--- src/logic/rcs_pkg.sv ---
// constants, types and register map of the reset cause logic
package rcs_pkg;

	// ----------------------------------------------------------------
	// register byte addresses
	// ----------------------------------------------------------------
	localparam logic [7:0] ADDR_PWR = 8'h00;
	localparam logic [7:0] ADDR_FLAGS = 8'h04;
	localparam logic [7:0] ADDR_CFG = 8'h08;
	localparam logic [7:0] ADDR_IRQ_STAT = 8'h0C;
	localparam logic [7:0] ADDR_IRQ_EN = 8'h10;
	localparam logic [7:0] ADDR_IRQ_CLR = 8'h14;

	// ----------------------------------------------------------------
	// field positions and reset values
	// ----------------------------------------------------------------
	localparam int PWR_BROWNOUT_BIT = 0;
	localparam int PWR_POWERON_BIT = 1;
	localparam int CFG_MODE_LSB = 0;
	localparam int CFG_POWERUP_TIMER_DIS_BIT = 2;
	localparam int CFG_BOR_EN_BIT = 3;
	localparam logic [1:0] PWR_RESET = 2'h0;
	localparam logic [3:0] CFG_RESET = 4'h8;
	localparam logic [6:0] IRQ_EN_RESET = 7'h00;

	// event bits of irq status, enable and clear
	localparam int IRQ_POR = 0;
	localparam int IRQ_BOR = 1;
	localparam int IRQ_PIN = 2;
	localparam int IRQ_WDT_RST = 3;
	localparam int IRQ_WDT_WAKE = 4;
	localparam int IRQ_INT_WAKE = 5;
	localparam int IRQ_SEQ_DONE = 6;
	localparam int IRQ_W = 7;

	// ----------------------------------------------------------------
	// program counter and core status loads (value, mask of loaded bits)
	// ----------------------------------------------------------------
	localparam logic [12:0] PC_RESET = 13'h0000;
	localparam logic [12:0] PC_IRQ_VECTOR = 13'h0004;
	localparam logic [7:0] ST_POR_VAL = 8'h18;
	localparam logic [7:0] ST_PIN_RUN_VAL = 8'h00;
	localparam logic [7:0] ST_PIN_RUN_MASK = 8'hE0;
	localparam logic [7:0] ST_PIN_SLP_VAL = 8'h10;
	localparam logic [7:0] ST_RST_MASK = 8'hF8;
	localparam logic [7:0] ST_WDT_RST_VAL = 8'h08;
	localparam logic [7:0] ST_WDT_WAKE_VAL = 8'h00;
	localparam logic [7:0] ST_WAKE_MASK = 8'h18;
	localparam logic [7:0] ST_BOR_VAL = 8'h18;
	localparam logic [7:0] ST_INT_WAKE_VAL = 8'h10;

	// ----------------------------------------------------------------
	// timing
	// ----------------------------------------------------------------
	localparam int CLK_PERIOD_NS = 4;
	localparam int US_CYCLES = 1000 / CLK_PERIOD_NS;
	localparam int POWERUP_TIMER_TIME_MS = 72;
	localparam int POWERUP_TIMER_TIME_US = POWERUP_TIMER_TIME_MS * 1000;
	localparam int OST_CYCLES = 1024;
	localparam int CNT_W = 17;

	// ----------------------------------------------------------------
	// types
	// ----------------------------------------------------------------
	typedef enum logic [1:0] {
		MODE_LOWPOWER = 2'h0,
		MODE_STANDARD = 2'h1,
		MODE_FAST = 2'h2,
		MODE_RC = 2'h3
	} rcs_osc_mode_t;

	typedef enum logic [2:0] {
		S_RUN = 3'b001,
		S_POWERUP_TIMER = 3'b010,
		S_OST = 3'b100
	} rcs_state_t;

	typedef struct packed {
		logic valid;
		logic [12:0] pc;
		logic [7:0] status_val;
		logic [7:0] status_mask;
	} rcs_load_t;

endpackage

--- src/logic/rcs_reset_cause.sv ---
// reset cause flags, start-up time-out sequencer and state loads
//
// Design decisions made here: the APB register port and the placing of the registers.
`timescale 1ns/1ps
module rcs_reset_cause #(
	parameter int POWERUP_TIMER_US = rcs_pkg::POWERUP_TIMER_TIME_US
) (
	input wire logic pclk,
	input wire logic presetn,
	input wire logic psel,
	input wire logic penable,
	input wire logic pwrite,
	input wire logic [7:0] paddr,
	input wire logic [31:0] pwdata,
	output logic [31:0] prdata,
	output logic pready,
	output logic pslverr,
	input wire logic por_evt,
	input wire logic bor_evt,
	input wire logic pin_evt,
	input wire logic wdt_evt,
	input wire logic irq_wake_evt,
	input wire logic sleeping,
	input wire logic global_irq_enable,
	input wire logic [12:0] cur_pc,
	output rcs_pkg::rcs_load_t load,
	output logic core_reset,
	output logic irq
);

	// ----------------------------------------------------------------
	// functions
	// ----------------------------------------------------------------
	// first phase of a time-out sequence
	function automatic rcs_pkg::rcs_state_t seq_start(input logic powerup_timer_on, input logic ost_on);
		if (powerup_timer_on) begin
			return rcs_pkg::S_POWERUP_TIMER;
		end
		return ost_on ? rcs_pkg::S_OST : rcs_pkg::S_RUN;
	endfunction

	// register address decode
	function automatic logic is_mapped(input logic [7:0] a);
		return a == rcs_pkg::ADDR_PWR || a == rcs_pkg::ADDR_FLAGS || a == rcs_pkg::ADDR_CFG ||
			a == rcs_pkg::ADDR_IRQ_STAT || a == rcs_pkg::ADDR_IRQ_EN ||
			a == rcs_pkg::ADDR_IRQ_CLR;
	endfunction

	// ----------------------------------------------------------------
	// declarations
	// ----------------------------------------------------------------
	logic [1:0] power_status_reg;
	logic [3:0] cfg;
	logic timeout_flag;
	logic powerdown_flag;
	logic [6:0] irq_status;
	logic [6:0] irq_enable;
	rcs_pkg::rcs_state_t st;
	rcs_pkg::rcs_state_t next_st;
	logic ost_pending;
	logic [rcs_pkg::CNT_W-1:0] cnt;
	logic [7:0] us_cnt;
	logic us_tick;
	logic ev_por, ev_bor, ev_pin, ev_wdt, ev_irq, any_evt;
	logic seq_restart;
	logic crystal, powerup_timer_on, bor_en, powerup_timer_done, ost_done;
	logic apb_setup, apb_wr;
	logic [6:0] evt_bits;

	// config fields
	assign crystal = rcs_pkg::rcs_osc_mode_t'(cfg[rcs_pkg::CFG_MODE_LSB +: 2]) != rcs_pkg::MODE_RC;
	assign powerup_timer_on = !cfg[rcs_pkg::CFG_POWERUP_TIMER_DIS_BIT];
	assign bor_en = cfg[rcs_pkg::CFG_BOR_EN_BIT];

	// ----------------------------------------------------------------
	// event priority
	// ----------------------------------------------------------------
	// brownout pulses are dropped while detection is off
	assign ev_por = por_evt;
	assign ev_bor = bor_evt && bor_en && !ev_por;
	assign ev_pin = pin_evt && !ev_por && !ev_bor;
	assign ev_wdt = wdt_evt && !ev_por && !ev_bor && !ev_pin;
	assign ev_irq = irq_wake_evt && sleeping && !ev_por && !ev_bor && !ev_pin && !ev_wdt;
	assign any_evt = ev_por || ev_bor || ev_pin || ev_wdt || ev_irq;

	// events that start a time-out; pin and running watchdog resets leave it running
	assign seq_restart = ev_por || ev_bor || (ev_wdt && sleeping) || ev_irq;

	// ----------------------------------------------------------------
	// time-out sequencer
	// ----------------------------------------------------------------
	// microsecond enable for the power-up timer
	always_ff @(posedge pclk or negedge presetn) begin
		if (!presetn) begin
			us_cnt <= 8'h00;
			us_tick <= 1'b0;
		end else if (seq_restart) begin
			us_cnt <= 8'h00; // whole microseconds counted from the event
			us_tick <= 1'b0;
		end else begin
			us_tick <= us_cnt == 8'(rcs_pkg::US_CYCLES - 2);
			us_cnt <= (us_cnt == 8'(rcs_pkg::US_CYCLES - 1)) ? 8'h00 : us_cnt + 8'h01;
		end
	end

	assign powerup_timer_done = us_tick && cnt == rcs_pkg::CNT_W'(POWERUP_TIMER_US - 1);
	assign ost_done = cnt == rcs_pkg::CNT_W'(rcs_pkg::OST_CYCLES - 1);

	// next phase: events restart, timers advance
	always_comb begin
		next_st = st;
		if (ev_por) begin
			next_st = seq_start(powerup_timer_on, crystal);
		end else if (ev_bor) begin
			next_st = seq_start(powerup_timer_on, 1'b0);
		end else if ((ev_wdt && sleeping) || ev_irq) begin
			next_st = seq_start(1'b0, crystal);
		end else begin
			unique case (st)
				rcs_pkg::S_RUN: next_st = rcs_pkg::S_RUN;
				rcs_pkg::S_POWERUP_TIMER: begin
					if (powerup_timer_done) begin
						next_st = ost_pending ? rcs_pkg::S_OST : rcs_pkg::S_RUN;
					end
				end
				rcs_pkg::S_OST: next_st = ost_done ? rcs_pkg::S_RUN : rcs_pkg::S_OST;
				default: next_st = rcs_pkg::S_RUN;
			endcase
		end
	end

	// phase, its counter and whether the oscillator wait follows
	always_ff @(posedge pclk or negedge presetn) begin
		if (!presetn) begin
			st <= rcs_pkg::S_RUN;
			cnt <= '0;
			ost_pending <= 1'b0;
			core_reset <= 1'b0;
		end else begin
			st <= next_st;
			core_reset <= next_st != rcs_pkg::S_RUN;
			if (ev_por) begin
				ost_pending <= crystal;
			end else if (ev_bor) begin
				ost_pending <= 1'b0;
			end
			if (next_st != st || seq_restart) begin
				cnt <= '0;
			end else if (st == rcs_pkg::S_OST || (st == rcs_pkg::S_POWERUP_TIMER && us_tick)) begin
				cnt <= cnt + 1'b1;
			end
		end
	end

	// ----------------------------------------------------------------
	// cause flags
	// ----------------------------------------------------------------
	// hardware clears win over a software write in the same cycle
	always_ff @(posedge pclk or negedge presetn) begin
		if (!presetn) begin
			power_status_reg <= rcs_pkg::PWR_RESET;
		end else begin
			if (apb_wr && paddr == rcs_pkg::ADDR_PWR) begin
				power_status_reg <= pwdata[1:0];
			end
			if (ev_por) begin
				power_status_reg[rcs_pkg::PWR_POWERON_BIT] <= 1'b0;
			end
			if (ev_bor) begin
				power_status_reg[rcs_pkg::PWR_BROWNOUT_BIT] <= 1'b0;
			end
		end
	end

	// timeout and powerdown flags per event, kept on a pin reset while running
	always_ff @(posedge pclk or negedge presetn) begin
		if (!presetn) begin
			timeout_flag <= 1'b1;
			powerdown_flag <= 1'b1;
		end else if (ev_por || ev_bor) begin
			timeout_flag <= 1'b1;
			powerdown_flag <= 1'b1;
		end else if ((ev_pin && sleeping) || ev_irq) begin
			timeout_flag <= 1'b1;
			powerdown_flag <= 1'b0;
		end else if (ev_wdt) begin
			timeout_flag <= 1'b0;
			powerdown_flag <= !sleeping;
		end
	end

	// ----------------------------------------------------------------
	// core state load
	// ----------------------------------------------------------------
	// working register is never loaded here
	always_ff @(posedge pclk or negedge presetn) begin
		if (!presetn) begin
			load <= '0;
		end else begin
			load.valid <= any_evt;
			if (ev_por) begin
				load.pc <= rcs_pkg::PC_RESET;
				load.status_val <= rcs_pkg::ST_POR_VAL;
				load.status_mask <= rcs_pkg::ST_RST_MASK;
			end else if (ev_bor) begin
				load.pc <= rcs_pkg::PC_RESET;
				load.status_val <= rcs_pkg::ST_BOR_VAL;
				load.status_mask <= rcs_pkg::ST_RST_MASK;
			end else if (ev_pin) begin
				load.pc <= rcs_pkg::PC_RESET;
				load.status_val <= sleeping ? rcs_pkg::ST_PIN_SLP_VAL : rcs_pkg::ST_PIN_RUN_VAL;
				load.status_mask <= sleeping ? rcs_pkg::ST_RST_MASK : rcs_pkg::ST_PIN_RUN_MASK;
			end else if (ev_wdt) begin
				load.pc <= sleeping ? cur_pc + 13'h0001 : rcs_pkg::PC_RESET;
				load.status_val <= sleeping ? rcs_pkg::ST_WDT_WAKE_VAL : rcs_pkg::ST_WDT_RST_VAL;
				load.status_mask <= sleeping ? rcs_pkg::ST_WAKE_MASK : rcs_pkg::ST_RST_MASK;
			end else if (ev_irq) begin
				load.pc <= global_irq_enable ? rcs_pkg::PC_IRQ_VECTOR : cur_pc + 13'h0001;
				load.status_val <= rcs_pkg::ST_INT_WAKE_VAL;
				load.status_mask <= rcs_pkg::ST_WAKE_MASK;
			end
		end
	end

	// ----------------------------------------------------------------
	// interrupts
	// ----------------------------------------------------------------
	assign evt_bits = {st == rcs_pkg::S_OST && next_st == rcs_pkg::S_RUN ||
		st == rcs_pkg::S_POWERUP_TIMER && next_st == rcs_pkg::S_RUN,
		ev_irq, ev_wdt && sleeping, ev_wdt && !sleeping, ev_pin, ev_bor, ev_por};

	// sticky status, set wins over clear
	always_ff @(posedge pclk or negedge presetn) begin
		if (!presetn) begin
			irq_status <= '0;
			irq_enable <= rcs_pkg::IRQ_EN_RESET;
			irq <= 1'b0;
		end else begin
			if (apb_wr && paddr == rcs_pkg::ADDR_IRQ_EN) begin
				irq_enable <= pwdata[6:0];
			end
			if (apb_wr && paddr == rcs_pkg::ADDR_IRQ_CLR) begin
				irq_status <= (irq_status & ~pwdata[6:0]) | evt_bits;
			end else begin
				irq_status <= irq_status | evt_bits;
			end
			irq <= |(irq_status & irq_enable);
		end
	end

	// ----------------------------------------------------------------
	// apb slave
	// ----------------------------------------------------------------
	assign apb_setup = psel && !penable;
	assign apb_wr = psel && penable && pwrite && pready;

	// answer prepared in setup, given in the first access cycle
	always_ff @(posedge pclk or negedge presetn) begin
		if (!presetn) begin
			cfg <= rcs_pkg::CFG_RESET;
			prdata <= 32'h0000_0000;
			pready <= 1'b0;
			pslverr <= 1'b0;
		end else begin
			pready <= apb_setup;
			if (apb_wr && paddr == rcs_pkg::ADDR_CFG) begin
				cfg <= pwdata[3:0];
			end
			if (apb_setup) begin
				pslverr <= !is_mapped(paddr);
				prdata <= 32'h0000_0000;
				unique case (paddr)
					rcs_pkg::ADDR_PWR: prdata[1:0] <= power_status_reg;
					rcs_pkg::ADDR_FLAGS: prdata[5:0] <= {st, core_reset, powerdown_flag,
						timeout_flag};
					rcs_pkg::ADDR_CFG: prdata[3:0] <= cfg;
					rcs_pkg::ADDR_IRQ_STAT: prdata[6:0] <= irq_status;
					rcs_pkg::ADDR_IRQ_EN: prdata[6:0] <= irq_enable;
					default: prdata <= 32'h0000_0000;
				endcase
			end
		end
	end
endmodule // rcs_reset_cause

--- config.mk ---
export PLATFORM = sky130hd
export DESIGN_NAME = rcs_reset_cause
export DESIGN_NICKNAME = d
export VERILOG_FILES = /design/src/logic/rcs_pkg.sv /design/src/logic/rcs_reset_cause.sv
export SDC_FILE = /design/constraint.sdc
export NUM_CORES = 1
export LEC_CHECK = 0
export BUFFER_PORTS_ARGS = -buffer_cell sky130_fd_sc_hd__buf_2
export CAP_MARGIN = 20
export CORE_MARGIN = 5
export CORE_UTILIZATION = 45
export CTS_BUF_LIST = sky130_fd_sc_hd__clkbuf_8
export DETAILED_ROUTE_END_ITERATION = 6
export PLACE_DENSITY = 0.68
export SLEW_MARGIN = 20
export SYNTH_ARGS = -nofsm -noshare
export SYNTH_HDL_FRONTEND = slang
export SYNTH_SLANG_ARGS = --single-unit
--- constraint.sdc ---
create_clock -name pclk -period 5.24 [get_ports pclk]
set_clock_uncertainty 0.15 [all_clocks]
set_input_delay 1.048 -clock pclk [delete_from_list [all_inputs] [get_ports pclk]]
set_output_delay 1.048 -clock pclk [all_outputs]
set_load 0.01 [all_outputs]
# Word level (Yosys, flattened, before mapping)
# Index checks and enable logic that the tools add are counted.
[word_totals]
reg_bits = 93
input_bits = 65
output_inout_bits = 66
[classes]
addsub = 3
n_eq_ne = 15
mux = 47
bitwise_logic = 5
n_reduce_logical = 58
[op_table]
columns = ["op", "count"]
rows = [
  ["$mux W29", 5],
  ["$mux W17", 2],
  ["$mux W3", 10],
  ["$logic_and A1 B1 Y1", 27],
  ["$mux W13", 2],
  ["$mux W8", 3],
  ["$add A17 B1 Y17 const B", 1],
  ["$eq A17 B10 Y1 const B", 1],
  ["$eq A17 B17 Y1 const B", 1],
  ["$eq A8 B4 Y1 const B", 2],
  ["$eq A8 B5 Y1 const B", 2],
  ["$eq A8 B8 Y1 const B", 2],
  ["$logic_or A1 B1 Y1", 16],
  ["$mux W1", 15],
  ["$and A7 B7 Y7", 2],
  ["$or A7 B7 Y7", 2],
  ["$add A13 B1 Y13 const B", 1],
  ["$mux W5", 2],
  ["$pmux W2 S5", 1],
  ["$add A8 B1 Y8 const B", 1],
  ["$eq A8 B3 Y1 const B", 1],
  ["$logic_not A8 Y1", 1],
  ["$pmux W2 S4", 1],
  ["$reduce_bool A2 Y1", 4],
  ["17 further kinds", 23],
]

# Logic depth before layout (Yosys ltp)
# Gate-level depths: netlist of run 1.
[logic_depth]
depth_word = 17
mapped_depth = 8
mapped_depth_nobuf = 6

# Least setup slack after synthesis of run 1
# OpenSTA, ideal clock, no wires.
[synth_timing]
kind = "input -> register"
from = "input paddr[0]"
to = "register irq_enable[0]"
setup_ps = 125
t_arrival_ps = 2860
slack_ps = 2105
cell_stages = 7
path_buffers = 2
path_cell_list = "or4_1 -> buf_2 -> or3_4 -> nor3b_4 -> nand2b_2 -> buf_6 -> mux2_4"
[synth_between]
elab_chain_len = 2
[synth_lines]
columns = ["item", "line_no", "text"]
rows = [
  ["from (decl)", "rcs_reset_cause.sv:13", "input wire logic [7:0] paddr,"],
  ["$eq A8 B5 Y1", "rcs_reset_cause.sv:239", "if (apb_wr && paddr == rcs_pkg::ADDR_IRQ_EN) begin"],
  ["$logic_and A1 B1 Y1", "rcs_reset_cause.sv:239", ""],
  ["to (signal assigned)", "rcs_reset_cause.sv:236", "irq_enable <= rcs_pkg::IRQ_EN_RESET;"],
  ["to (signal assigned)", "rcs_reset_cause.sv:240", "irq_enable <= pwdata[6:0];"],
  ["to (decl)", "rcs_reset_cause.sv:57", "logic [6:0] irq_enable;"],
]
# No other way between the ends.
# A chain may end at the register's enable or synchronous reset.

# Worst setup path in the final report of run 1
[layout_timing]
from = "input paddr[0]"
to = "register cfg[2]"
[layout_between]
elab_chain_len = 2
[layout_lines]
columns = ["item", "line_no", "text"]
rows = [
  ["$eq A8 B4 Y1", "rcs_reset_cause.sv:266", "if (apb_wr && paddr == rcs_pkg::ADDR_CFG) begin"],
  ["$logic_and A1 B1 Y1", "rcs_reset_cause.sv:266", ""],
  ["to (signal assigned)", "rcs_reset_cause.sv:260", "cfg <= rcs_pkg::CFG_RESET;"],
  ["to (signal assigned)", "rcs_reset_cause.sv:267", "cfg <= pwdata[3:0];"],
  ["to (decl)", "rcs_reset_cause.sv:53", "logic [3:0] cfg;"],
]
# No other way between the ends.

==> results of run 1 <==
-- final timing paths --
kind,endpoint,cells past startpoint,startpoint
worst max-delay path,cfg[2],5,paddr[0]
worst min-delay path,load[24],2,load[24]
worst max register to register,cnt[6],5,cnt[7]
worst min register to register,load[24],2,load[24]
max in group asynchronous,load[19],1,presetn
min in group asynchronous,prdata[6],1,presetn
-- cell type report --
cell class / instances / area (um^2)
Fill cell: 916 / 4720
Multi-Input combinational cell: 333 / 2090
Sequential cell: 81 / 2030
Timing Repair Buffer: 71 / 362
Tap cell: 133 / 166
Clock buffer: 9 / 124
Clock inverter: 7 / 95.1
Inverter: 14 / 52.6
-- Yosys cell counts, types with 5 or more instances --
cell type	n
sky130_fd_sc_hd__a21o_1	6
sky130_fd_sc_hd__nand2_1	49
sky130_fd_sc_hd__and3_1	5
sky130_fd_sc_hd__buf_4	37
sky130_fd_sc_hd__mux2_2	6
sky130_fd_sc_hd__a22oi_1	9
sky130_fd_sc_hd__ha_1	5
sky130_fd_sc_hd__nand3_1	23
sky130_fd_sc_hd__a31oi_1	7
sky130_fd_sc_hd__nand4_1	6
sky130_fd_sc_hd__xor2_1	20
sky130_fd_sc_hd__nor2b_1	5
sky130_fd_sc_hd__a21oi_1	8
sky130_fd_sc_hd__dfrtp_1	77
sky130_fd_sc_hd__mux2_4	7
sky130_fd_sc_hd__nor4_1	21
sky130_fd_sc_hd__inv_1	14
sky130_fd_sc_hd__xnor2_1	14
sky130_fd_sc_hd__nor2_1	34
sky130_fd_sc_hd__o21ai_0	16
sky130_fd_sc_hd__clkbuf_1	12
sky130_fd_sc_hd__nor3_1	5
-- routing by layer --
metal,vias to the layer above,track usage,part of all wire
met3,8,0.0442,0.064
met2,90,0.267,0.49
met4,2,0.0505,0.0088
li1,1644,-,-
met5,-,0,0.00073
met1,1600,0.219,0.44
-- cells by family (layout without fill, tap and decap cells) --
kind of cell	after synthesis	after routing
multiplexers	14	14
AND/OR/NAND/NOR	169	169
other	1	34
buffers and inverters	67	101
AO/OA/AOI/OAI	77	77
flip-flops	81	81
XOR/XNOR	34	34
adder cells (fa/ha/maj)	5	5
-- power by group through the flow --
| stage | logic (mW) | clock network [mW] | registers [mW] |
|---|---|---|---|
| 4_1_cts | 0.134 | 0.514 | 0.659 |
| 3_5_place_dp | 0.134 | 0 | 0.671 |
| 3_3_place_gp | 0.131 | 0 | 0.670 |
| 2_1_floorplan | 0.0921 | 0 | 0.672 |
| 5_1_grt | 0.153 | 0.541 | 0.663 |
| 6_report | 0.136 | 0.497 | 0.660 |
-- stage by stage --
stage | cells | setup slack (ns)
finish | 648 | 2.07
detailed placement | 632 | 1.71
CTS | 648 | 2.08
global placement | 632 | 1.76
global route | 648 | 1.97
floorplan | 481 | 2.10
-- worst min-delay path: stages, from the launching register on --
cell and delay [ns]:
sky130_fd_sc_hd__dfrtp_1 0.34, sky130_fd_sc_hd__nand2_1 0.04, sky130_fd_sc_hd__o21ai_0 0.06
==> results by stage, run 1 <==
Synth:
- After synthesis, the largest family of logic cells by area is simple AND/OR/NAND/NOR gates.
- The top cell type's share of synthesized area is 0.441.
- During synthesis, Yosys emitted a total of 0 warnings.
- Of the total synthesized cell area, the portion taken by full adders, half adders and majority gates is 0.0143.
- Summed over all instances, the cell type with the most area after synthesis is sky130_fd_sc_hd__dfrtp_1.
- The area fraction in and, or, nand and nor cells after synthesis is 0.195.
- The flip-flop cell with the highest count after synthesis is sky130_fd_sc_hd__dfrtp_1.
- Synthesis instantiated around 60 different standard cells from the library.
- The post-synthesis xor/xnor area fraction is 0.0681.
- Averaged over all synthesized cells, the footprint is 9.76 um^2.
- The synthesized-area fraction occupied by ao, oa, aoi and oai cells is 0.124.
- Synthesis inferred a little over 80 register bits.
- For this run, asynchronously set or reset flops after synthesis account for 1.00.
- Of the synthesized area, sequential elements account for 0.465.
- Of the post-synthesis cell area, the part taken by muxes is 0.0418.
- The synthesized area is between 4000 and 5000 um^2.
- The number of enable-type register cells in the synthesized netlist is 0.
- Yosys attributes the largest share of cell area to sky130_fd_sc_hd__dfrtp_1, sky130_fd_sc_hd__buf_4, sky130_fd_sc_hd__nand2_1, sky130_fd_sc_hd__xor2_1, sky130_fd_sc_hd__nor4_1.
- The synthesized instance count is around 450.

Status:
- The flow ran to the end, and the final reports show no timing, DRC or antenna violations.

Critical path:
- The worst setup path is of the input pin to flip-flop kind.
- The largest delay contributor family on the critical path is simple AND/OR/NAND/NOR gates.
- At the worst endpoint, the required time is roughly 5.3 ns.
- For this run, the slowest stage of the critical path takes slightly below 0.8 ns.
- The slowest stage of the critical path is the sky130_fd_sc_hd__nor4b_1 cell.
- The worst register-to-register path has a setup slack of around 2.6 ns.
- The arrival time of the worst setup path is 3.25 ns.
- Counting both buffers and inverters, the worst setup path holds a total of 1.
- The sort of element at the start of the critical path is an input pin.
- STA classifies the critical path endpoint as a flip-flop.
- Of all nets on the critical path, the largest fanout is 6.
- The signal on the critical path passes through buf_2 -> or4_1 -> nor4b_1 -> and2b_1 -> mux2_2.

Pwr:
- The worst-case IR drop observed on VDD is 247 uV.
- Of the total power, the clock network draws 0.384.
- The analysis attributes to cell leakage a power of about 2.2 nW.
- Summed over all nets, the switching power comes to 0.334 mW.
- Power spread over the standard cell area amounts to ~260 nW/um^2.
- Of the total power, registers draw 0.511.
- Of the total power, the share spent switching nets is 0.258.
- The share of total power dissipated in combinational logic is 0.105.
- After layout, the design draws a total of between 1 and 1.5 mW.
- The internal power contribution is approximately 0.96 mW.

Timing:
- The final setup violation count is 0.
- The maximum frequency from static timing analysis is 316 MHz.
- The worst-case hold slack is 0.333 ns.
- Setup repair after global routing left no endpoint under its margin.
- The number of max-slew violations in the final report is 0.
- The worst-margin pin slew is ~1.1 ns.
- Dividing the final minimum period by the clock period gives 0.604.
- The time the final worst path needs with I/O delays and setup is 3.17 ns.
- The final-layout setup total negative slack is 0 ns.
- The relative slew slack is 0.273.
- The number of hold violations in the final report is 0.

Final layout:
- The layout-stage area growth over the synthesis result is 12.5%.
- The number of inserted diodes is 0.
- In the final layout, the share of cells above drive strength 1 is 0.217.
- In the final layout, the registers with the most flip-flops are load x18, cnt x17, us_cnt x8.
- The library cell used most frequently in the layout, excluding fill and tap cells, is sky130_fd_sc_hd__dfrtp_1.
- The register bank with the most flops is load.
- The register with the most flip-flops in the layout has 18 of them.
- The final core area utilization is 0.510.
- The top cell types in the final layout, fill and taps aside, are sky130_fd_sc_hd__dfrtp_1, sky130_fd_sc_hd__buf_2, sky130_fd_sc_hd__nand2_1.
- The count of nets after finishing is 580.
- The final instance area is between 4000 and 5000 um^2.

Clocking:
- The total of hold buffers inserted after clock tree synthesis is 0.
- The number of levels in the clock H-tree is 3.
- The clock tree from TritonCTS is built.
- Clock-pin slew was measured on the worst setup and hold paths at 0.08 ns.
- The clock reaches the later pin of the worst-skew pair after around 0.36 ns.
- Once the clock tree was built, the setup fixing pass inserted 0 buffers.
- The library cell used as clock root buffer is sky130_fd_sc_hd__clkbuf_8.
- Clock tree synthesis inserted a total of 9 buffers.
- Gates resized during post-CTS repair numbered 0.
- Counting every sink on the clock net gives 81.
- The clock passes through at most 2 buffers.

Detailed routing:
- The total iterations of the first detailed-routing run is 4.
- Summed over all layers, the routed wires come to 9540 um.
- Using the TritonRoute via totals, the vias-per-cell ratio works out to a little over 5.
- The first routing iteration left ~230 violations.
- The average wire per cell in the routed design is 14.7 um.
- The total number of vias is 3344.
- In the routed design, unresolved DRC markers number 0.
- The remaining antenna violation count is 0.

Floorplan:
- The initial standard-cell utilization of the core is 0.454.
- The number of placement rows is 36.
- The width of the die is roughly 110 um.
- The die covers 11800 um^2.
- The area inside the core boundary is between 9000 and 10000 um^2.
- 131 I/O pins were placed.
- The vertical die dimension is 109 um.

Placed design:
- Port buffering added 71 buffers.
- In this run the cell area measured after placement is around 4700 um^2.
- Once detailed placement completed, the half-perimeter wirelength came to between 7000 and 8000 um.
- Routability-driven placement finished with a final weighted congestion of between 0.8 and 0.9.

Global route:
- The leftover overflow at the end of global routing is 0.
- The number of global-route vias before repair is ~3300.
- The wire length of the first global-routing pass is 15500 um.
- The overall track demand over capacity in global routing is 0.166.
- The number of antenna violations at the first check in global routing is 1.
- The pin count of the biggest net entering global routing is 82.

Min path:
- The min-delay analysis places its worst path in the category flip-flop to flip-flop.

Run:
- The max-cap violation count is 0.
Power figures use the tool's default switching activity.
==> run 2: changes to the inputs <==
--- a/config.mk
+++ b/config.mk
@@ -5,13 +5,14 @@
 export SDC_FILE = /design/constraint.sdc
 export NUM_CORES = 1
 export LEC_CHECK = 0
+export ABC_AREA = 1
 export BUFFER_PORTS_ARGS = -buffer_cell sky130_fd_sc_hd__buf_2
 export CAP_MARGIN = 20
 export CORE_MARGIN = 5
 export CORE_UTILIZATION = 45
 export CTS_BUF_LIST = sky130_fd_sc_hd__clkbuf_8
 export DETAILED_ROUTE_END_ITERATION = 6
-export PLACE_DENSITY = 0.68
+export PLACE_DENSITY = 0.71
 export SLEW_MARGIN = 20
 export SYNTH_ARGS = -nofsm -noshare
 export SYNTH_HDL_FRONTEND = slang
==> constraint.sdc (replaced) <==
create_clock -name pclk -period 2.9 [get_ports pclk]
set_clock_uncertainty 0.15 [all_clocks]
set_input_delay 0.58 -clock pclk [delete_from_list [all_inputs] [get_ports pclk]]
set_output_delay 0.58 -clock pclk [all_outputs]
set_load 0.01 [all_outputs]
==> run 2 against run 1 <==
Effect of this change:
- area after synthesis hardly changed
- via count up 8.7%
- critical path depth increased by 5
- critical path type is now flip-flop to flip-flop
- largest power group unchanged
==> results by stage, run 2 <==
Pwr:
- The portion of total power attributed to sequential cells came to 0.490 (-0.021).
- The switching power is 0.583 mW (+75%).
- The part of the power in combinational logic is 0.097 (-0.008).
- The static leakage came to 2.47 nW (+12%).
- The part of the power in the clock network came to 0.413 (+0.029).
- The power density over the cells is 483 nW/um^2 (+84%).
- The worst supply voltage drop on vdd came to 317 uV (+28%).
- The net switching fraction of the power is 0.242 (-0.0161).
- The internal power contribution came to 1.83 mW (+90%).

Synth:
- The top cell type's share of synthesized area was 0.441 (about the same).
- After synthesis, the cell types taking the most area are sky130_fd_sc_hd__dfrtp_1, sky130_fd_sc_hd__nand2_1, sky130_fd_sc_hd__buf_4, sky130_fd_sc_hd__inv_1, sky130_fd_sc_hd__nor2_1.
- The share of async-settable or async-resettable flops after synthesis is 1.00 (unchanged).
- The largest total area in the synthesized netlist belongs to sky130_fd_sc_hd__dfrtp_1.
- The sequential-to-total area share from yosys stat is 0.465 (about the same).
- The synthesized instance count is 529 (+18%).
- The warning count from the yosys run is 0 (unchanged).
- The flip-flop cell with the highest count after synthesis is sky130_fd_sc_hd__dfrtp_1.
- The synthesized area is 4370 um^2 (about the same).
- The number of enable-type register cells in the synthesized netlist is 0 (unchanged).
- After synthesis, the most frequently instantiated cells are sky130_fd_sc_hd__nand2_1, sky130_fd_sc_hd__dfrtp_1, sky130_fd_sc_hd__inv_1.
- The total of flip-flops plus latches after synthesis came to 81 (unchanged).
- Among all cell types in the netlist, the one instantiated most often is sky130_fd_sc_hd__nand2_1.
- The average instance area after synthesis came to 8.26 um^2 (-15%).
- The number of distinct library cell variants in the gate-level netlist after synthesis is 39 (-36%).

Final layout:
- The final instance area is 4990 um^2 (+1.4%).
- The layout-stage area growth over the synthesis result is 14.2%.
- The top cell types in the final layout, fill and taps aside, are sky130_fd_sc_hd__nand2_1, sky130_fd_sc_hd__dfrtp_1, sky130_fd_sc_hd__buf_2.
- The number of inserted diodes is 0 (unchanged).
- The area of all sequential standard cells came to 2030 um^2 (unchanged).
- The number of inserted filler cells in the final layout is 925 (+0.98%).
- The fraction of layout cells with a size suffix above 1 was 0.187 (-0.0303).
- The multi-input gate area in the final layout is 1920 um^2 (-8.3%).
- The count of nets after finishing is 674 (+16%).
- The library cell used most frequently in the layout, excluding fill and tap cells, is sky130_fd_sc_hd__nand2_1.
- The largest registers in the layout are load x18, cnt x17, us_cnt x8.
- load holds more flip-flops than any other register.
- The final instance count without filler cells is 742 (+15%).
- The number of flip-flops in the largest register is 18 (unchanged).

Critical path:
- The arrival time of the worst setup path is 2.29 ns (-0.96 ns).
- The largest stage delay on the critical path is 0.56 ns (-0.23 ns).
- The largest fanout on the critical path is 17 (+11).
- STA classifies the critical path startpoint as a flip-flop.
- The signal on the critical path passes through nand2_2 -> nand3_4 -> nor2_1 -> nand2_1 -> nand2_1 -> nand3_1 -> nand3_2 -> nand4_1 -> nand4_4 -> nor2_1.
- The critical path's slowest cell is sky130_fd_sc_hd__dfstp_2.
- The start-to-end type of the worst setup path is flip-flop to flip-flop.
- The worst path buffer plus inverter count is 0 (-1).
- The kind of capture point of the worst setup path is a flip-flop.
- The critical path required time was 3.02 ns (-2.31 ns).
- Among cell families on the critical path, the largest total delay comes from simple AND/OR/NAND/NOR gates.

Detailed routing:
- The routed via count divided by cell count is 4.90 (-5.1%).
- The post-route DRC violation count is 0 (unchanged).
- The total iterations of the first detailed-routing run is 4 (unchanged).
- The final wirelength came to 9420 um (-1.2%).
- The total number of vias was 3635 (+8.7%).
- The first-iteration detailed-routing DRC count is 130 (-44%).
- The average wire per cell in the routed design is 12.7 um (-14%).
- The remaining antenna violation count is 0 (unchanged).

Floorplan:
- The I/O pin count is 131 (unchanged).
- The vertical die dimension is 109 um (about the same).
- The die footprint was 11800 um^2 (about the same).
- The initial standard-cell utilization of the core is 0.454 (about the same).
- The width of the die is 109 um (about the same).
- The number of placement rows was 36 (unchanged).
- The area inside the core boundary is 9640 um^2 (unchanged).

Clocking:
- TritonCTS built the clock tree.
- The number of levels in the clock H-tree is 3 (unchanged).
- The number of buffers created by CTS is 9 (unchanged).
- The total of hold buffers inserted after clock tree synthesis is 0 (unchanged).
- The register clock-pin slew on the reported worst setup and hold paths was 0.08 ns (about the same).
- The clock sink count is 81 (unchanged).
- The clock latency on the worst-skew pair is 0.35 ns (about the same).
- The maximum root-to-sink buffer count is 2 (unchanged).
- The count of instances resized after the clock tree is built is 0 (unchanged).
- The count of buffers added by post-CTS timing repair for setup is 0 (unchanged).
- In this run the clock root is driven by a sky130_fd_sc_hd__clkbuf_8.

Timing:
- The final setup violation count came to 0 (unchanged).
- Setup repair after global routing left no endpoint under its margin.
- The share of the clock period used by the worst path is 0.746.
- The worst-case setup margin in the final layout is 0.737 ns (-1.34 ns).
- The worst-margin pin slew is 0.584 ns (-0.497 ns).
- The number of max-slew violations in the final report is 0 (unchanged).
- The number of hold violations in the final report is 0 (unchanged).
- The worst path needs approximately 2.2 ns of the cycle, external delays included.
- The relative slew slack was 0.608 (+0.335).
- The maximum frequency from static timing analysis is around 460 MHz.
- The final-layout setup total negative slack came to 0 ns (unchanged).

Global route:
- The overall track demand over capacity in global routing came to 0.169 (+0.00291).
- The global routing stage identified its most utilized layer as met2.
- The global-route met2 utilization is 0.286 (+0.0181).
- The fraction of met1 tracks used by global routing came to 0.208 (-0.0115).
- The met3 routing resource usage after global routing is 0.0525 (+0.00836).
- The leftover overflow at the end of global routing is 0 (unchanged).
- The number of global-route vias before repair is 3506 (+7.0%).
- The pin count of the biggest net entering global routing is 47 (-43%).
- The wire length of the first global-routing pass is 15900 um (+3.0%).
- The number of antenna violations at the first check in global routing is 0 (-1).

Min path:
- In this run the worst hold path is classified as input pin to asynchronous set/reset pin.

Placed design:
- The pre-CTS worst setup slack is 0.410 ns (-1.30 ns).
- The post-detailed-placement cell area was 4750 um^2 (+1.6%).
- The total placed cells including tap cells is 726 (+15%).
- The placed wire-length estimate after detailed placement is 7290 um (+4.1%).
- The placer's final routability congestion estimate is 0.855 (+5.9%).
- The count of buffers from port buffering was 71 (unchanged).

Run:
- The max-cap violation count is 0 (unchanged).

Status:
- The run finished with clean final reports.
run 2: changes by cell type in the layout (fill, tap and decap cells not counted), sizes merged, moves of 13 or more:
cell / previous run / this run
o21ai: 17 / 42
nor2: 34 / 62
mux2: 13 / 0
nand3: 23 / 42
nand2: 49 / 105
inv: 14 / 65
nor4: 21 / 1
run 2: routing by layer:
layer	part of all wire	routed length, um
met5	0	0
met4	0.011	103
met3	0.071	671
met2	0.50	4710
met1	0.42	3940
run 2: cells by family (layout without fill, tap and decap cells):
logic type / count (synthesis) / after routing / synth area share
and+or+nand+nor: 242 / 242 / 0.255
buffers and inverters: 107 / 154 / 0.125
DFF: 81 / 81 / 0.465
AOI/OAI and AO/OA: 72 / 72 / 0.0976
xor gates and xnor gates: 20 / 20 / 0.0401
adders and majority gates: 5 / 5 / 0.0143
other: 1 / 34 / 0.000858
muxes: 1 / 1 / 0.00229
run 2: final timing paths:
path,startpoint,to,slack (ns),cells past startpoint
worst max-delay path,cfg[3],cnt[9],0.74,10
worst min-delay path,presetn,power_status_reg[1],0.09,1
worst max register to register,cfg[3],cnt[9],0.74,10
worst min register to register,prdata[6],prdata[6],0.33,2
max in group asynchronous,presetn,st[0],1.85,2
min in group pclk,cur_pc[0],load[16],0.32,2
run 2: stage by stage:
step,hold slack [ns],power (mW),utilization
CTS,0.0897,2.43,0.518
finish,0.0853,2.41,0.518
detailed placement,0.313,1.44,0.492
floorplan,0.134,1.37,-
global route,0.127,2.51,0.518
global placement,0.317,1.43,0.492
run 2: cell type report:
| cell class | count | area share |
|---|---|---|
| repair buffers | 74 | 0.0787 |
| clock buffers | 10 | 0.0276 |
| inverters | 64 | 0.0481 |
| clock inverters | 6 | 0.0213 |
| flip-flops and latches | 81 | 0.407 |
| well taps | 133 | 0.0333 |
| multi-input cells | 374 | 0.384 |
run 2: power groups by stage:
stage	clock network, mW	registers [mW]	logic [mW]
finish	0.995	1.18	0.233
global route	1.06	1.18	0.264
CTS	1.02	1.18	0.236
detailed placement	0	1.20	0.235
global placement	0	1.20	0.230
floorplan	0	1.21	0.162
==> run 3: changes to the inputs <==
--- a/config.mk
+++ b/config.mk
@@ -5,14 +5,14 @@
 export SDC_FILE = /design/constraint.sdc
 export NUM_CORES = 1
 export LEC_CHECK = 0
-export ABC_AREA = 1
+export ABC_AREA = 0
 export BUFFER_PORTS_ARGS = -buffer_cell sky130_fd_sc_hd__buf_2
 export CAP_MARGIN = 20
 export CORE_MARGIN = 5
 export CORE_UTILIZATION = 45
 export CTS_BUF_LIST = sky130_fd_sc_hd__clkbuf_8
 export DETAILED_ROUTE_END_ITERATION = 6
-export PLACE_DENSITY = 0.71
+export PLACE_DENSITY = 0.68
 export SLEW_MARGIN = 20
 export SYNTH_ARGS = -nofsm -noshare
 export SYNTH_HDL_FRONTEND = slang
==> constraint.sdc (replaced) <==
create_clock -name pclk -period 2.15 [get_ports pclk]
set_clock_uncertainty 0.15 [all_clocks]
set_input_delay 0.43 -clock pclk [delete_from_list [all_inputs] [get_ports pclk]]
set_output_delay 0.43 -clock pclk [all_outputs]
set_load 0.01 [all_outputs]
==> run 3 against run 2 <==
Effect of this change:
- first-iteration DRC count rose by 19%
- clock power rose by 26%
- setup slack got worse by 0.82 ns
- non-clock buffer count rose by 47
- sequential share of layout area fell by 3.7 points
- clock-buffer cell count did not move
- critical path type unchanged
- via count barely moved
- the flow now finishes with violations (setup timing)
- sequential cell count did not move
==> results by stage, run 3 (same netlist as run 1, synthesis figures left out) <==
Final layout:
- The register bank with the most flops is load.
- The count of nets after finishing was 630 (-6.5%).
- The number of inserted filler cells in the final layout came to 880 (-4.9%).
- The most common cell after layout, fill and taps aside is sky130_fd_sc_hd__dfrtp_1.
- In the layout the commonest cells are sky130_fd_sc_hd__dfrtp_1, sky130_fd_sc_hd__buf_2, sky130_fd_sc_hd__nand2_1.
- The final core area utilization is 0.569 (+0.0513).
- The layout-stage area growth over the synthesis result is 25.4%.
- The largest registers in the layout are load x18, cnt x17, us_cnt x8.
- The number of flip-flops in the largest register is 18 (unchanged).
- The number of inserted diodes is 0 (unchanged).
- The fraction of layout cells with a size suffix above 1 is 0.304 (+0.117).
- The final instance count without filler cells came to 698 (-5.9%).

Detailed routing:
- The routed via count divided by cell count is 5.21 (+6.3%).
- The total number of vias is 3634 (-0.028%).
- The post-route DRC violation count is 0 (unchanged).
- The total iterations of the first detailed-routing run is 5 (+1).
- The average wire per cell in the routed design was 15.1 um (+19%).
- The first-iteration detailed-routing DRC count is 155 (+19%).
- The final wirelength is 10600 um (+12%).
- The remaining antenna violation count was 0 (unchanged).

Pwr:
- The net switching fraction of the power is 0.259 (+0.0170).
- The switching power came to 0.846 mW (+45%).
- The part of the power in the clock network came to 0.383 (-0.030).
- The total chip power is 3.26 mW (+36%).
- The worst supply voltage drop on vdd is 325 uV (+2.6%).
- The static leakage came to 2.50 nW (+1.4%).
- The part of the power in combinational logic is 0.126 (+0.029).
- The internal power contribution was 2.42 mW (+33%).
- The portion of total power attributed to sequential cells is 0.490 (about the same).
- The power density over the cells came to 595 nW/um^2 (+23%).

Critical path:
- The arrival time of the worst setup path came to 2.32 ns (+0.03 ns).
- The critical path required time came to 2.24 ns (-0.78 ns).
- The worst path buffer plus inverter count is 3 (+3).
- The largest stage delay on the critical path was 0.55 ns (about the same).
- By startpoint and endpoint, the worst setup path is classified as flip-flop to flip-flop.
- The critical path goes through or4_4 -> nor2_4 -> buf_12 -> nand3_4 -> a311oi_4 -> buf_4 -> clkbuf_16 -> nor4_1.
- The worst register-to-register path ends at cnt[15].
- The largest fanout on the critical path is 8 (-9).
- In this design, the largest share of critical-path delay is due to simple AND/OR/NAND/NOR gates.
- The slack of the worst reg-to-reg path was -0.08 ns (-0.82 ns).
- The worst setup path is launched from a flip-flop.
- The kind of capture point of the worst setup path is a flip-flop.
- The critical path's slowest cell is sky130_fd_sc_hd__or4_4.
- The path depth of the worst reg2reg path was 8 (-2).
- The source of the worst register-to-register timing path is cnt[10].

Floorplan:
- The width of the die is 109 um (about the same).
- The vertical die dimension is 109 um (about the same).
- The die footprint was 11800 um^2 (about the same).
- The initial standard-cell utilization of the core is 0.454 (about the same).
- The I/O pin count came to 131 (unchanged).
- The area inside the core boundary is 9640 um^2 (unchanged).
- The number of placement rows is 36 (unchanged).

Timing:
- Setup repair after global routing could not meet its margin everywhere.
- The maximum frequency from static timing analysis is 448 MHz (-3.1%).
- The number of hold violations in the final report is 0 (unchanged).
- The time the final worst path needs with I/O delays and setup came to 2.23 ns (+0.0684 ns).
- The worst-case hold slack is 0.148 ns (+0.0624 ns).
- The worst-case setup margin in the final layout is -0.0814 ns (-0.818 ns).
- The share of the clock period used by the worst path is 1.04 (+0.292).
- The final setup violation count was 17 (+17).
- The number of max-slew violations in the final report is 0 (unchanged).
- The relative slew slack is 0.477 (-0.131).
- The worst-margin pin slew is 0.781 ns (+0.197 ns).

Min path:
- The worst hold path begins at cur_pc[0].
- The type of the worst min-delay path is input pin to flip-flop.
- The worst-case hold path end point is load[16].
- The number of cells traversed by the worst hold path is 2.

Clocking:
- TritonCTS built the clock tree.
- The number of levels in the clock H-tree is 3 (unchanged).
- The register clock-pin slew on the reported worst setup and hold paths is 0.08 ns (about the same).
- The maximum root-to-sink buffer count is 2 (unchanged).
- The number of buffers created by CTS is 9 (unchanged).
- The library cell used as clock root buffer is sky130_fd_sc_hd__clkbuf_8.
- The clock sink count is 81 (unchanged).
- The clock latency on the worst-skew pair is 0.36 ns (about the same).

Global route:
- The number of antenna violations at the first check in global routing is 0 (unchanged).
- The number of global-route vias before repair was 3547 (+1.2%).
- The pin count of the biggest net entering global routing is 37 (-21%).
- The overall track demand over capacity in global routing is 0.183 (+0.0137).
- The leftover overflow at the end of global routing is 0 (unchanged).
- met2 is the most crowded layer.
- The wire length of the first global-routing pass is 17100 um (+7.2%).
- The global-route met2 utilization was 0.307 (+0.0216).
- The fraction of met1 tracks used by global routing was 0.238 (+0.0303).
- The met3 routing resource usage after global routing is 0.0293 (-0.0233).

Status:
- The checks that failed: setup timing.
- The flow ran to the end, but the final reports show violations.

Placed design:
- The count of buffers from port buffering was 71 (unchanged).
- The placed wire-length estimate after detailed placement is 7750 um (+6.3%).
- The placer's final routability congestion estimate is 0.833 (-2.7%).
- The total placed cells including tap cells was 674 (-7.2%).

Run:
- The max-cap violation count is 0 (unchanged).
run 3: changes by cell type in the layout (fill, tap and decap cells not counted), moves of 16 or more:
cell / change
sky130_fd_sc_hd__nand2_1: -51
sky130_fd_sc_hd__inv_1: -46
sky130_fd_sc_hd__buf_4: +42
sky130_fd_sc_hd__nor2_1: -25
sky130_fd_sc_hd__o21ai_0: -25
sky130_fd_sc_hd__nand3_1: -18
sky130_fd_sc_hd__nor4_1: +16
run 3: worst max-delay path by stage:
stage	from	end	slack [ns]	depth (start not counted)
finish	cnt[10]	cnt[15]	-0.08	8
global route	cnt[10]	cnt[13]	-0.15	8
CTS	cnt[10]	cnt[13]	-0.04	7
detailed placement	paddr[0]	irq_enable[2]	-0.32	6
global placement	paddr[0]	irq_enable[4]	-0.29	6
floorplan	paddr[0]	irq_enable[0]	-0.34	7
run 3: power groups by stage:
stage / Combinational (mW) / Sequential, mW / Clock [mW]
3_3_place_gp: 0.383 / 1.63 / 0
6_report: 0.413 / 1.60 / 1.25
5_1_grt: 0.457 / 1.61 / 1.33
3_5_place_dp: 0.393 / 1.63 / 0
4_1_cts: 0.417 / 1.60 / 1.27
2_1_floorplan: 0.240 / 1.64 / 0
run 3: per-layer routing:
layer  up-vias  routed length (um)
li1       1747                   -
met4         0                 154
met3        16                 572
met5         -                   0
met1      1753                4730
met2       118                5110
run 3: final cells by class:
cell class,instances,area (um^2),share of cell area
well taps,133,166,0.0303
clock buffers,10,138,0.0251
inverters,14,52.6,0.00958
clock inverters,6,85.1,0.0155
flip-flops and latches,81,2030,0.370
multi-input cells,333,2210,0.403
repair buffers,121,803,0.146
run 3: through the flow:
stage	area, um^2	TNS (ns)	worst slack (ns)
final	5490	-0.939	-0.0814
after global routing	5490	-2.07	-0.153
after CTS	5430	-0.441	-0.0389
after detailed placement	5120	-8.10	-0.318
after global placement	5120	-7.39	-0.289
after floorplan	4600	-6.55	-0.344
run 3: repair_timing:
| item | 4_1_cts | 5_1_grt |
|---|---|---|
| pin swaps | 5 | 3 |
| cloned | 1 | 0 |
| hold endpoints to repair | 29 | 0 |
| hold buffers | 1 | 0 |
| resized for setup | 2 | 8 |
| buffers inserted | 3 | 4 |
| setup endpoints to repair | 17 | 17 |
run 3: worst register-to-register path, cell delays in order, from the launching register on:
cell	delay, ns
sky130_fd_sc_hd__dfrtp_1	0.38
sky130_fd_sc_hd__or4_4	0.55
sky130_fd_sc_hd__nor2_4	0.16
sky130_fd_sc_hd__buf_12	0.13
sky130_fd_sc_hd__nand3_4	0.07
sky130_fd_sc_hd__a311oi_4	0.32
sky130_fd_sc_hd__buf_4	0.17
sky130_fd_sc_hd__clkbuf_16	0.14
sky130_fd_sc_hd__nor4_1	0.05
